[config.mk]
export PLATFORM = sky130hd
export DESIGN_NAME = bsd_top
export DESIGN_NICKNAME = d
export VERILOG_FILES = /design/src/logic/bsd_pkg.sv /design/src/logic/bsd_stepper.sv /design/src/logic/bsd_top.sv
export SDC_FILE = /design/constraint.sdc
export NUM_CORES = 1
export LEC_CHECK = 0
export BUFFER_PORTS_ARGS = -buffer_cell sky130_fd_sc_hd__buf_4
export CELL_PAD_IN_SITES_DETAIL_PLACEMENT = 1
export CELL_PAD_IN_SITES_GLOBAL_PLACEMENT = 2
export CORE_MARGIN = 1
export CORE_UTILIZATION = 40
export CTS_CLUSTER_DIAMETER = 50
export CTS_CLUSTER_SIZE = 10
export DETAILED_ROUTE_END_ITERATION = 8
export PLACE_DENSITY = 0.91
export REMOVE_ABC_BUFFERS = 1
export SYNTH_ARGS = -nofsm -noshare
export SYNTH_HDL_FRONTEND = slang
export SYNTH_SLANG_ARGS = --single-unit
[constraint.sdc]
create_clock -name ref_clk -period 11 [get_ports ref_clk]
set_input_delay 1.65 -clock ref_clk [delete_from_list [all_inputs] [get_ports ref_clk]]
set_output_delay 1.65 -clock ref_clk [all_outputs]
set_load 0.005 [all_outputs]
[src/logic/bsd_pkg.sv]
// constants shared by the buck set-point and scaling control block
// Function
// (RULE1) buck5 over-current: limit cycle by cycle, set fault flag, raise short-circuit interrupt.
// (RULE2) buck5 five-bit code is linear, 25 mV steps, 00000 = 1.2000 V up to 11010.
// (RULE3) host should force buck5 into PWM mode before changing its set point.
// (RULE4) bucks 1 and 2 use normal field when standby is 0, standby field when 1.
// (RULE5) a write to a normal set-point field starts a stepped, rate-limited transition.
// (RULE6) standby transitions on bucks 1, 2 step every 2, 4, 8 or 16 us; default 01.
// (RULE7) host changes on bucks 3 and 5 step 25 mV every 4.0 us to target.
// (RULE8) buck4 pair steps every 8.0 us with range 00, otherwise every 16 us.
// (RULE9) bucks 3, 4 and 5 also hold a standby set point used during standby.
// (RULE10) bucks 1 and 2 drive active-high power-good only once output reached its target.
// (RULE11) power-good is low during a whole scaling transition and while at current limit.
// (RULE12) over-current seen during a scaling transition is masked, not reported as a fault.
// (RULE13) current limit outside a transition keeps power-good low until the limit clears.
// (RULE14) sequencer steps once per interval, stops when equal, restarts if target moves.
package bsd_pkg;
  // =====================================================================
  // clock and step timing
  localparam int CLK_PERIOD_NS = 100;
  localparam int BASE_STEP_NS  = 2000;   // fastest interval, 2.0 us
  localparam int B35_STEP_NS   = 4000;   // buck3 and buck5, 4.0 us
  localparam int B4LO_STEP_NS  = 8000;   // buck4 range 00, 8.0 us
  localparam int B4HI_STEP_NS  = 16000;  // buck4 other range, 16 us
  localparam int BASE_TICK_CYC = (BASE_STEP_NS + CLK_PERIOD_NS - 1) / CLK_PERIOD_NS;
  localparam logic [3:0] B35_TICKS  = 4'(B35_STEP_NS / BASE_STEP_NS);
  localparam logic [3:0] B4LO_TICKS = 4'(B4LO_STEP_NS / BASE_STEP_NS);
  localparam logic [3:0] B4HI_TICKS = 4'(B4HI_STEP_NS / BASE_STEP_NS);
  // =====================================================================
  // register offsets (byte addresses)
  localparam logic [7:0] BUCK_CFG_BASE = 8'h00;  // one word per buck, 0x00..0x10
  localparam logic [7:0] STATUS_OFS    = 8'h14;
  localparam logic [7:0] MASK_OFS      = 8'h18;
  localparam logic [7:0] STATE_OFS     = 8'h1c;
  // =====================================================================
  // field layout of a buck config word
  localparam int NRM_LSB   = 0;
  localparam int STB_LSB   = 8;
  localparam int SPD_LSB   = 16;
  localparam int CODE_W    = 6;
  localparam int NBUCK     = 5;
  localparam logic [1:0] SPEED_RST = 2'h1;
  localparam logic [1:0] RANGE_RST = 2'h0;
  localparam logic [5:0] CODE_RST  = 6'h00;
  // status bit positions
  localparam int ST_OC5    = 0;
  // =====================================================================
  // buck5 code decode
  localparam logic [5:0]  B5_MAX_CODE = 6'h1a;
  localparam logic [11:0] B5_BASE_MV  = 12'd1200;
  localparam logic [11:0] B5_STEP_MV  = 12'd25;
endpackage

[src/logic/bsd_stepper.sv]
// one set-point stepping sequencer, one code per interval toward target
`timescale 1ns/1ps
`default_nettype none
module bsd_stepper #(
  parameter int W = 6
) (
  // clock and reset
  input  wire logic         ref_clk,
  input  wire logic         sys_rst,
  // step timing
  input  wire logic         tick,
  input  wire logic [3:0]   interval,
  // set points
  input  wire logic [W-1:0] target,
  output var  logic [W-1:0] level,
  output var  logic         busy
);
  logic [W-1:0] level_r;
  logic [W-1:0] tgt_q_r;
  logic [3:0]   cnt_r;
  wire          moved    = (target != tgt_q_r);
  wire          due      = tick && ((cnt_r + 4'h1) >= interval);
  wire          go_up    = (target > level_r);
  wire [W-1:0]  level_nxt = go_up ? W'(level_r + 1'b1) : W'(level_r - 1'b1);

  // elaboration check: the step logic needs at least one code bit
  if (W < 1) begin : g_bad_w
    $error("W out of range");
  end

  assign level = level_r;
  assign busy  = (level_r != target);

  // =====================================================================
  // sequencer: a moved target restarts the interval from the current level
  always_ff @(posedge ref_clk) begin
    if (sys_rst) begin
      level_r <= '0;
      tgt_q_r <= '0;
      cnt_r   <= 4'h0;
    end else begin
      tgt_q_r <= target;
      if (moved || !busy) begin
        cnt_r <= 4'h0;  // RULE14
      end else if (due) begin
        level_r <= level_nxt;  // RULE5 RULE14
        cnt_r   <= 4'h0;
      end else if (tick) begin
        cnt_r <= cnt_r + 4'h1;
      end
    end
  end

  // =====================================================================
  // checks
  chk_step_one_code: assert property (@(posedge ref_clk) disable iff (sys_rst) // RULE14
    $changed(level_r) |-> ((level_r == $past(level_r) + W'(1))
                        || (level_r == $past(level_r) - W'(1))))
    else $error("level moved by more than one code");
  chk_idle_hold: assert property (@(posedge ref_clk) disable iff (sys_rst) // RULE14
    (!busy && !moved) |=> $stable(level_r))
    else $error("level moved while at target");
  chk_restart_cnt: assert property (@(posedge ref_clk) disable iff (sys_rst) // RULE14
    moved |=> (cnt_r == 4'h0))
    else $error("interval not restarted on target change");
endmodule // bsd_stepper
`default_nettype wire

[src/logic/bsd_top.sv]
// buck set-point selection, scaling step timing, power-good and fault logic
`timescale 1ns/1ps
`default_nettype none
module bsd_top #(
  parameter int TICK_CYC = bsd_pkg::BASE_TICK_CYC
) (
  // clock and reset
  input  wire logic        ref_clk,
  input  wire logic        sys_rst,
  // ahb-lite slave
  input  wire logic        hsel,
  input  wire logic [31:0] haddr,
  input  wire logic [1:0]  htrans,
  input  wire logic        hwrite,
  input  wire logic [2:0]  hsize,
  input  wire logic [31:0] hwdata,
  input  wire logic        hready,
  output logic             hreadyout,
  output logic             hresp,
  output logic [31:0]      hrdata,
  // regulator side
  input  wire logic        standby,
  input  wire logic [4:0]  current_limit,
  output logic [5:0]       buck1_level,
  output logic [5:0]       buck2_level,
  output logic [5:0]       buck3_level,
  output logic [5:0]       buck4_level,
  output logic [4:0]       buck5_setpoint_code,
  output logic [11:0]      buck5_millivolts,
  output logic             buck5_cycle_limit,
  // to processor
  output logic [1:0]       power_good_output,
  output logic             short_circuit_interrupt
);
  localparam int NB = bsd_pkg::NBUCK;
  localparam int CW = bsd_pkg::CODE_W;

  // elaboration check: tick period must fit the 16-bit divider
  if (TICK_CYC < 1 || TICK_CYC > 65535) begin : g_bad_tick
    $error("TICK_CYC out of range");
  end

  // elaboration check: decode, read mux and buck5 saturation assume five six-bit bucks
  if (NB != 5 || CW != 6) begin : g_bad_shape
    $error("bucks or code width not supported");
  end

  // =====================================================================
  // registers
  logic [CW-1:0] normal_setpoint_field  [NB];
  logic [CW-1:0] standby_setpoint_field [NB];
  logic [1:0]    scaling_speed_field    [2];
  logic [1:0]    buck4_range_field;
  logic [0:0]    status_r;
  logic [0:0]    mask_r;
  logic [15:0]   div_r;
  logic          tick_r;
  logic          dph_wr_r;
  logic          dph_rd_r;
  logic [7:0]    dph_addr_r;

  // =====================================================================
  // ahb decode: take in the address phase, selects from the registered data phase address
  wire        take      = hsel && htrans[1] && hready;
  wire        cfg_hit   = (dph_addr_r < bsd_pkg::STATUS_OFS);
  wire [2:0]  cfg_idx   = dph_addr_r[4:2];
  wire        wr_cfg    = dph_wr_r && cfg_hit;
  wire        wr_mask   = dph_wr_r && (dph_addr_r == bsd_pkg::MASK_OFS);
  wire        rd_status = dph_rd_r && (dph_addr_r == bsd_pkg::STATUS_OFS);
  wire [5:0]  wr_nrm    = hwdata[bsd_pkg::NRM_LSB +: CW];
  wire [5:0]  wr_stb    = hwdata[bsd_pkg::STB_LSB +: CW];
  wire [1:0]  wr_spd    = hwdata[bsd_pkg::SPD_LSB +: 2];

  // buck5 codes above the top listed value saturate
  wire [5:0]  nrm5      = {1'b0, wr_nrm[4:0]};
  wire [5:0]  stb5      = {1'b0, wr_stb[4:0]};
  wire [5:0]  nrm5_sat  = (nrm5 > bsd_pkg::B5_MAX_CODE) ? bsd_pkg::B5_MAX_CODE : nrm5;  // RULE2
  wire [5:0]  stb5_sat  = (stb5 > bsd_pkg::B5_MAX_CODE) ? bsd_pkg::B5_MAX_CODE : stb5;  // RULE2

  // =====================================================================
  // stepping sequencers, one per buck
  logic [CW-1:0] tgt   [NB];
  logic [3:0]    intv  [NB];
  logic [CW-1:0] lvl   [NB];
  logic [NB-1:0] busy;

  genvar gi;
  generate
    for (gi = 0; gi < NB; gi++) begin : g_buck
      // standby input picks which stored set point is the target
      assign tgt[gi] = standby ? standby_setpoint_field[gi]   // RULE4 RULE9
                               : normal_setpoint_field[gi];
      if (gi < 2) begin : g_dvs
        assign intv[gi] = 4'h1 << scaling_speed_field[gi];     // RULE6
      end else if (gi == 3) begin : g_b4
        assign intv[gi] = (buck4_range_field == 2'h0) ? bsd_pkg::B4LO_TICKS  // RULE8
                                                      : bsd_pkg::B4HI_TICKS;
      end else begin : g_b35
        assign intv[gi] = bsd_pkg::B35_TICKS;                  // RULE7
      end
      bsd_stepper #(.W(CW)) u_step (
        .ref_clk  (ref_clk),
        .sys_rst  (sys_rst),
        .tick     (tick_r),
        .interval (intv[gi]),
        .target   (tgt[gi]),
        .level    (lvl[gi]),
        .busy     (busy[gi])
      );

      // config word writes
      always_ff @(posedge ref_clk) begin
        if (sys_rst) begin
          normal_setpoint_field[gi]  <= bsd_pkg::CODE_RST;
          standby_setpoint_field[gi] <= bsd_pkg::CODE_RST;
        end else if (wr_cfg && cfg_idx == 3'(gi)) begin
          normal_setpoint_field[gi]  <= (gi == 4) ? nrm5_sat : wr_nrm;  // RULE5
          standby_setpoint_field[gi] <= (gi == 4) ? stb5_sat : wr_stb;  // RULE9
        end
      end
    end
  endgenerate

  // =====================================================================
  // speed and range fields
  always_ff @(posedge ref_clk) begin
    if (sys_rst) begin
      scaling_speed_field[0] <= bsd_pkg::SPEED_RST;  // RULE6
      scaling_speed_field[1] <= bsd_pkg::SPEED_RST;
      buck4_range_field      <= bsd_pkg::RANGE_RST;
    end else if (wr_cfg) begin
      if (cfg_idx == 3'h0) scaling_speed_field[0] <= wr_spd;
      if (cfg_idx == 3'h1) scaling_speed_field[1] <= wr_spd;
      if (cfg_idx == 3'h3) buck4_range_field      <= wr_spd;
    end
  end

  // =====================================================================
  // base step tick every 2.0 us
  wire tick_due = (div_r == 16'(TICK_CYC - 1));
  always_ff @(posedge ref_clk) begin
    if (sys_rst) begin
      div_r  <= 16'h0000;
      tick_r <= 1'b0;
    end else begin
      div_r  <= tick_due ? 16'h0000 : div_r + 16'h0001;
      tick_r <= tick_due;
    end
  end

  // =====================================================================
  // fault flag and interrupt; masked while buck5 is scaling
  wire oc5_event = current_limit[4] && !busy[4];          // RULE1 RULE12
  wire [0:0] status_nxt = oc5_event ? 1'b1                 // set beats clear
                        : (rd_status ? 1'b0 : status_r[0]);
  always_ff @(posedge ref_clk) begin
    if (sys_rst) begin
      status_r                <= 1'b0;
      mask_r                  <= 1'b0;
      short_circuit_interrupt <= 1'b0;
      buck5_cycle_limit       <= 1'b0;
    end else begin
      status_r                <= status_nxt;               // RULE1
      if (wr_mask) mask_r     <= hwdata[bsd_pkg::ST_OC5];
      short_circuit_interrupt <= |(status_nxt & mask_r);   // RULE1
      buck5_cycle_limit       <= current_limit[4];         // RULE1
    end
  end

  // =====================================================================
  // power-good: only at target and not limiting
  wire [1:0] pg_nxt = ~busy[1:0] & ~current_limit[1:0];   // RULE10 RULE11 RULE13
  always_ff @(posedge ref_clk) begin
    if (sys_rst) power_good_output <= 2'b00;
    else         power_good_output <= pg_nxt;
  end

  // =====================================================================
  // level outputs; buck5 code decode to millivolts
  wire [11:0] b5_mv = bsd_pkg::B5_BASE_MV + 12'(bsd_pkg::B5_STEP_MV * 12'(lvl[4]));  // RULE2
  always_ff @(posedge ref_clk) begin
    if (sys_rst) begin
      buck1_level         <= 6'h00;
      buck2_level         <= 6'h00;
      buck3_level         <= 6'h00;
      buck4_level         <= 6'h00;
      buck5_setpoint_code <= 5'h00;
      buck5_millivolts    <= bsd_pkg::B5_BASE_MV;
    end else begin
      buck1_level         <= lvl[0];
      buck2_level         <= lvl[1];
      buck3_level         <= lvl[2];
      buck4_level         <= lvl[3];
      buck5_setpoint_code <= lvl[4][4:0];
      buck5_millivolts    <= b5_mv;
    end
  end

  // =====================================================================
  // ahb read mux; unmapped reads return zero
  wire [31:0] cfg_word = {14'h0000,
                          (cfg_idx == 3'h0) ? scaling_speed_field[0] :
                          (cfg_idx == 3'h1) ? scaling_speed_field[1] :
                          (cfg_idx == 3'h3) ? buck4_range_field : 2'h0,
                          2'h0, standby_setpoint_field[cfg_idx],
                          2'h0, normal_setpoint_field[cfg_idx]};
  wire [31:0] state_word = {19'h00000, current_limit, standby, busy, power_good_output};
  wire [31:0] rd_word = cfg_hit                             ? cfg_word :
                        (dph_addr_r == bsd_pkg::STATUS_OFS) ? {31'h0, status_r} :
                        (dph_addr_r == bsd_pkg::MASK_OFS)   ? {31'h0, mask_r} :
                        (dph_addr_r == bsd_pkg::STATE_OFS)  ? state_word : 32'h0;

  // =====================================================================
  // ahb handshake: writes zero wait, reads one wait state so data is registered
  always_ff @(posedge ref_clk) begin
    if (sys_rst) begin
      dph_wr_r   <= 1'b0;
      dph_rd_r   <= 1'b0;
      dph_addr_r <= 8'h00;
      hreadyout  <= 1'b1;
      hresp      <= 1'b0;
      hrdata     <= 32'h0;
    end else begin
      hresp <= 1'b0;
      if (dph_rd_r) begin
        hrdata    <= rd_word;
        hreadyout <= 1'b1;
        dph_rd_r  <= 1'b0;
      end else begin
        dph_wr_r   <= take && hwrite;
        dph_rd_r   <= take && !hwrite;
        hreadyout  <= !(take && !hwrite);
        if (take) dph_addr_r <= haddr[7:0];
      end
    end
  end

  // =====================================================================
  // checks
  logic [5:0] gap3_r;
  always_ff @(posedge ref_clk) begin
    if (sys_rst)                 gap3_r <= 6'h3f;
    else if (lvl[2] != buck3_level) gap3_r <= 6'h00;
    else if (gap3_r != 6'h3f)    gap3_r <= gap3_r + 6'h01;
  end

  chk_pg_scaling: assert property (@(posedge ref_clk) disable iff (sys_rst) // RULE11
    busy[0] |=> !power_good_output[0])
    else $error("power good high during scaling");
  chk_pg_limit_hold: assert property (@(posedge ref_clk) disable iff (sys_rst) // RULE13
    current_limit[1] |=> !power_good_output[1])
    else $error("power good high during current limit");
  chk_pg_reached: assert property (@(posedge ref_clk) disable iff (sys_rst) // RULE10
    (!busy[0] && !current_limit[0]) |=> power_good_output[0])
    else $error("power good not high at target");
  chk_oc_flag_set: assert property (@(posedge ref_clk) disable iff (sys_rst) // RULE1
    (current_limit[4] && !busy[4] && mask_r[0]) |=> (status_r[0] && short_circuit_interrupt))
    else $error("over-current not flagged");
  chk_oc_masked: assert property (@(posedge ref_clk) disable iff (sys_rst) // RULE12
    (!status_r[0] && busy[4]) |=> !status_r[0])
    else $error("over-current reported during scaling");
  chk_standby_pick: assert property (@(posedge ref_clk) disable iff (sys_rst) // RULE4
    standby |-> (tgt[1] == standby_setpoint_field[1]))
    else $error("wrong set point selected in standby");
  chk_b5_decode: assert property (@(posedge ref_clk) disable iff (sys_rst) // RULE2
    1'b1 |=> (buck5_millivolts == 12'd1200 + 12'd25 * 12'($past(lvl[4]))))
    else $error("buck5 millivolt decode wrong");
  chk_b3_step_rate: assert property (@(posedge ref_clk) disable iff (sys_rst) // RULE7
    (lvl[2] != buck3_level) |-> (gap3_r >= 6'd39))
    else $error("buck3 stepped faster than 4 us");
  chk_tick_period: assert property (@(posedge ref_clk) disable iff (sys_rst) // RULE6
    tick_r |-> ##20 tick_r)
    else $error("base tick period wrong");

  // power-good on the other buck of the pair, scaling and limit; buck1 settling on its normal set point
  chk_pg_scaling_b2: assert property (@(posedge ref_clk) disable iff (sys_rst) // RULE11
    busy[1] |=> !power_good_output[1])
    else $error("buck2 power good high during scaling");
  chk_pg_limit_b1: assert property (@(posedge ref_clk) disable iff (sys_rst) // RULE13
    current_limit[0] |=> !power_good_output[0])
    else $error("buck1 power good high during current limit");
  chk_b1_settles: assert property (@(posedge ref_clk) disable iff (sys_rst) // RULE4
    (!standby && !busy[0]) |-> (lvl[0] == normal_setpoint_field[0]))
    else $error("buck1 settled away from its normal set point");

  // buck5 code range, fault flag and interrupt
  chk_b5_code_max: assert property (@(posedge ref_clk) disable iff (sys_rst) // RULE2
    {1'b0, buck5_setpoint_code} <= bsd_pkg::B5_MAX_CODE)
    else $error("buck5 code above the top listed value");
  chk_b5_target_cap: assert property (@(posedge ref_clk) disable iff (sys_rst) // RULE2
    (normal_setpoint_field[4] <= bsd_pkg::B5_MAX_CODE)
    && (standby_setpoint_field[4] <= bsd_pkg::B5_MAX_CODE))
    else $error("buck5 stored code not saturated");
  chk_int_level: assert property (@(posedge ref_clk) disable iff (sys_rst) // RULE1
    1'b1 |=> (short_circuit_interrupt == (status_r[0] && $past(mask_r[0]))))
    else $error("interrupt level disagrees with flag and mask");
  chk_oc_read_clear: assert property (@(posedge ref_clk) disable iff (sys_rst) // RULE1
    (rd_status && !oc5_event) |=> !status_r[0])
    else $error("status read did not clear the flag");
  chk_limit_copy: assert property (@(posedge ref_clk) disable iff (sys_rst) // RULE1
    1'b1 |=> (buck5_cycle_limit == $past(current_limit[4])))
    else $error("cycle limit command does not follow the limiter");

  // bus handshake: one wait state per read, response always okay
  chk_read_one_wait: assert property (@(posedge ref_clk) disable iff (sys_rst)
    (take && !hwrite && !dph_rd_r) |=> (!hreadyout ##1 hreadyout))
    else $error("read wait state not exactly one cycle");
  chk_hresp_okay: assert property (@(posedge ref_clk) disable iff (sys_rst)
    !hresp)
    else $error("slave response not okay");
endmodule // bsd_top
`default_nettype wire

==> flow_summary.yaml <==
run_status:
  run_status: "complete, no violations"
yosys:
  synth_mux_area_share_pct: 7.54
  syn_inst: 1177
  synth_compound_area_share_pct: 8.73
  synth_xor_area_share_pct: 6.63
  synth-edff-count: 62
  ys_ff_latch: 234
  dominantRegCellSynth: "dfxtp_1"
  yosysUniqueCellTypes: 63
  async_reset_ff_share_pct: 0
  synth_top_family_by_area: "simple AND/OR/NAND/NOR gates"
  synth_fa_ha_area_share_pct: 10.9
  syn_area_per_cell_um2: 10.1
  yosys_warnings: 0
  netlist_area_um2: 11900
  synth_simple_gate_area_share_pct: 16.2
  ys_seq_area_share_pct: 44.6
global_route:
  grt_pass1_vias: 8983
  grt_max_degree: 77
  grt_usage_pct: 19.3
  antenna_found_initial: 0
  grt_remaining_overflow: 0
  grt_pass1_wl_um: 47400
sta:
  setup_violations: 0
  hold_viol: 0
  fin_crit_ps: 5290
  drv_slew: 0
  fin_worst_skew_ps: 12.2
  max_slew_margin_pct: 32.2
  tns_ps: 0
  tightest_slew_ps: 1010
  fmax_ghz: 0.189
  rsz0062_at_grt: "no"
  finalCritPeriodShare_pct: 48.1
  holdWs_ps: 455
routing:
  ant_nets: 0
  routed_wirelength_um: 29200
  wl_met3_um: 1360
  dr_total_vias: 8599
  drcViolationCount: 0
  drt_iter0_drc: 400
  highest-signal-layer: "met4"
  viasPerCell: 5.15
  firstDrtPassIters: 5
  m1WireLength_um: 12700
  wl_per_cell_um: 17.5
  wl_met2_um: 14700
worst_setup_path:
  reg2reg_setup_slack_ps: 6970
  rr_worst_depth: 13
  rr_endpoint: "g_buck[0].u_step.level[5]$_SDFFE_PP0P_"
  path_cells: "buf_4 -> mux2i_1 -> inv_1 -> ha_1 -> and4_1 -> o21a_1 -> o31ai_1 -> ha_1 -> a211oi_1 -> o21bai_1 -> a21oi_1 -> xor2_1 -> nor3_1 -> mux2_2"
  cp_top_family: "compound AO/OA/AOI/OAI gates"
  endpoint_kind: "register"
  cp.arrival_ps: 5740
  crit_slowest_cell: "o31ai_1"
  crit_required_ps: 11450
  cp-endpoint: "g_buck[0].u_step.level[5]$_SDFFE_PP0P_"
  crit_cells: 14
  start_kind: "input pin"
  cpPeakStageDelay_ps: 760
  crit-reg2reg-launch: "standby_setpoint_field[0][3]$_SDFFCE_PN0P_"
  crit_type: "in -> reg"
  cp_common_cell: "ha_1"
  crit_fanout: 30
  startpoint: "standby"
  critPathBufInv: 2
clock_network:
  cts.clk_slew.worst_paths_ps: 60
  cts_tree: "built"
  ctsResizeCount: 0
  htree_levels: 1
  cts.sinks: 234
  cts_made_buffers: 31
  cts_root_buffer: "clkbuf_16"
  cts_buffer_depth: 3
  postCtsHoldBufs: 0
  clk_latency_ps: 550
  post_cts_buffers: 0
run:
  max-cap-violations: 0
floorplanning:
  io_pins: 159
  die_y_um: 174
  fp.coreArea_um2: 28900
  dieWidth_um: 174
  rows: 62
  start_util_pct: 41.1
  die_area_um2: 30400
layout:
  area_growth_pct: 16.1
  fillers: 3221
  layout.nets: 1445
  diodes: 0
  final_common_cell: "dfxtp_1"
  layout_common_cells: "dfxtp_1 (172), nor2_1 (154), buf_4 (104)"
  drive_above_1_share_pct: 14.5
placement:
  placement.io_buffers: 95
  place_congestion: 0.784
  hpwl_um: 21100
pwr:
  vdd_drop_max_uv: 129
  leakage_nw: 6.02
  power_density_nw_per_um2: 145
min_path:
  hold_path.class: "reg -> reg"
-- logic make-up after synthesis --
| family | Yosys count |
|---|---|
| XOR/XNOR | 90 |
| adder cells (fa/ha/maj) | 99 |
| buffers and inverters | 140 |
| AO/OA/AOI/OAI | 159 |
| flip-flops | 234 |
| other | 1 |
| AND/OR/NAND/NOR | 382 |
| multiplexers | 72 |
-- sequential cells by signal, indices dropped and copies added, names as in the netlist, 8 cells and up, named ones only --
name / flops
dph_addr_r: 8
buck5_millivolts: 9
hrdata: 16
standby_setpoint_field: 29
normal_setpoint_field: 29
g_buck.u_step.cnt_r: 20
g_buck.u_step.tgt_q_r: 29
div_r: 16
g_buck.u_step.level: 30
-- cell usage after synthesis (all sizes together) (6+ instances only) --
library cell | count | area [um2]
a211oi | 20 | 155
a21o | 17 | 128
a21oi | 59 | 295
and2 | 45 | 282
and3 | 22 | 138
and4 | 8 | 70.1
buf | 37 | 255
clkbuf | 28 | 105
dfxtp | 172 | 3440
edfxtp | 62 | 1860
fa | 7 | 140
ha | 92 | 1150
inv | 75 | 282
mux2 | 6 | 67.6
mux2i | 54 | 559
mux4 | 12 | 270
nand2 | 41 | 154
nand2b | 13 | 81.3
nand3 | 34 | 180
nand4 | 10 | 68.8
nor2 | 154 | 578
nor2b | 14 | 87.6
nor3 | 18 | 105
o21ai | 17 | 85.1
o21bai | 9 | 67.6
or3 | 7 | 43.8
xnor2 | 46 | 403
xor2 | 44 | 385
-- where the power goes --
group | total (mW) | internal (mW) | switching (mW)
Sequential | 0.915 | 0.901 | 0.0143
Combinational | 0.158 | 0.0633 | 0.0944
Clock | 0.929 | 0.559 | 0.370
Total | 2.00 | 1.52 | 0.479
-- metrics by stage --
step	util [%]	area, um2	worst slack [ps]	total power [mW]	instances
after floorplan	-	11600	6110	1.02	1128
after global placement	44.4	12900	5280	1.08	1616
after detailed placement	44.4	12900	5140	1.09	1616
after CTS	47.7	13800	5720	2.03	1670
after global routing	47.7	13800	5400	2.08	1671
final	47.7	13800	5710	2.00	1671
-- worst reg2reg max path, cell delays in order (launching register included) --
cell and delay, ps:
edfxtp_1 400, mux2i_1 420, inv_1 110, ha_1 300
and4_1 200, o21a_1 100, o31ai_1 760, ha_1 390
a211oi_1 240, o21bai_1 110, a21oi_1 180, xor2_1 80
nor3_1 270, mux2_2 370
-- layout make-up --
type / instances / area, um2 / area share [%]
inverter: 75 / 282 / 2.04
multi-input combinational: 819 / 6000 / 43.5
tap: 384 / 480 / 3.48
clock inverter: 11 / 92.6 / 0.671
sequential: 234 / 5310 / 38.4
timing repair buffer: 105 / 788 / 5.71
clock buffer: 43 / 851 / 6.16
-- worst min path at each step --
stage	from	to	slack, ps	cells past startpoint
floorplan	dph_addr_r[6]$_SDFFE_PP0P_	dph_addr_r[6]$_SDFFE_PP0P_	430	2
CTS	dph_addr_r[6]$_SDFFE_PP0P_	dph_addr_r[6]$_SDFFE_PP0P_	460	2
finish	dph_addr_r[6]$_SDFFE_PP0P_	dph_addr_r[6]$_SDFFE_PP0P_	450	2
global route	dph_addr_r[6]$_SDFFE_PP0P_	dph_addr_r[6]$_SDFFE_PP0P_	480	2
detailed placement	dph_addr_r[6]$_SDFFE_PP0P_	dph_addr_r[6]$_SDFFE_PP0P_	450	2
global placement	dph_addr_r[0]$_SDFFE_PP0P_	dph_addr_r[0]$_SDFFE_PP0P_	440	2
-- layer usage --
| metal | track usage [%] | vias to the layer above |
|---|---|---|
| met1 | 24.1 | 4196 |
| met2 | 34.4 | 159 |
| li1 | - | 4201 |
| met3 | 3.06 | 43 |
| met5 | 0 | - |
| met4 | 4.71 | 0 |
Note: power is estimated with default switching activity, not from simulation.
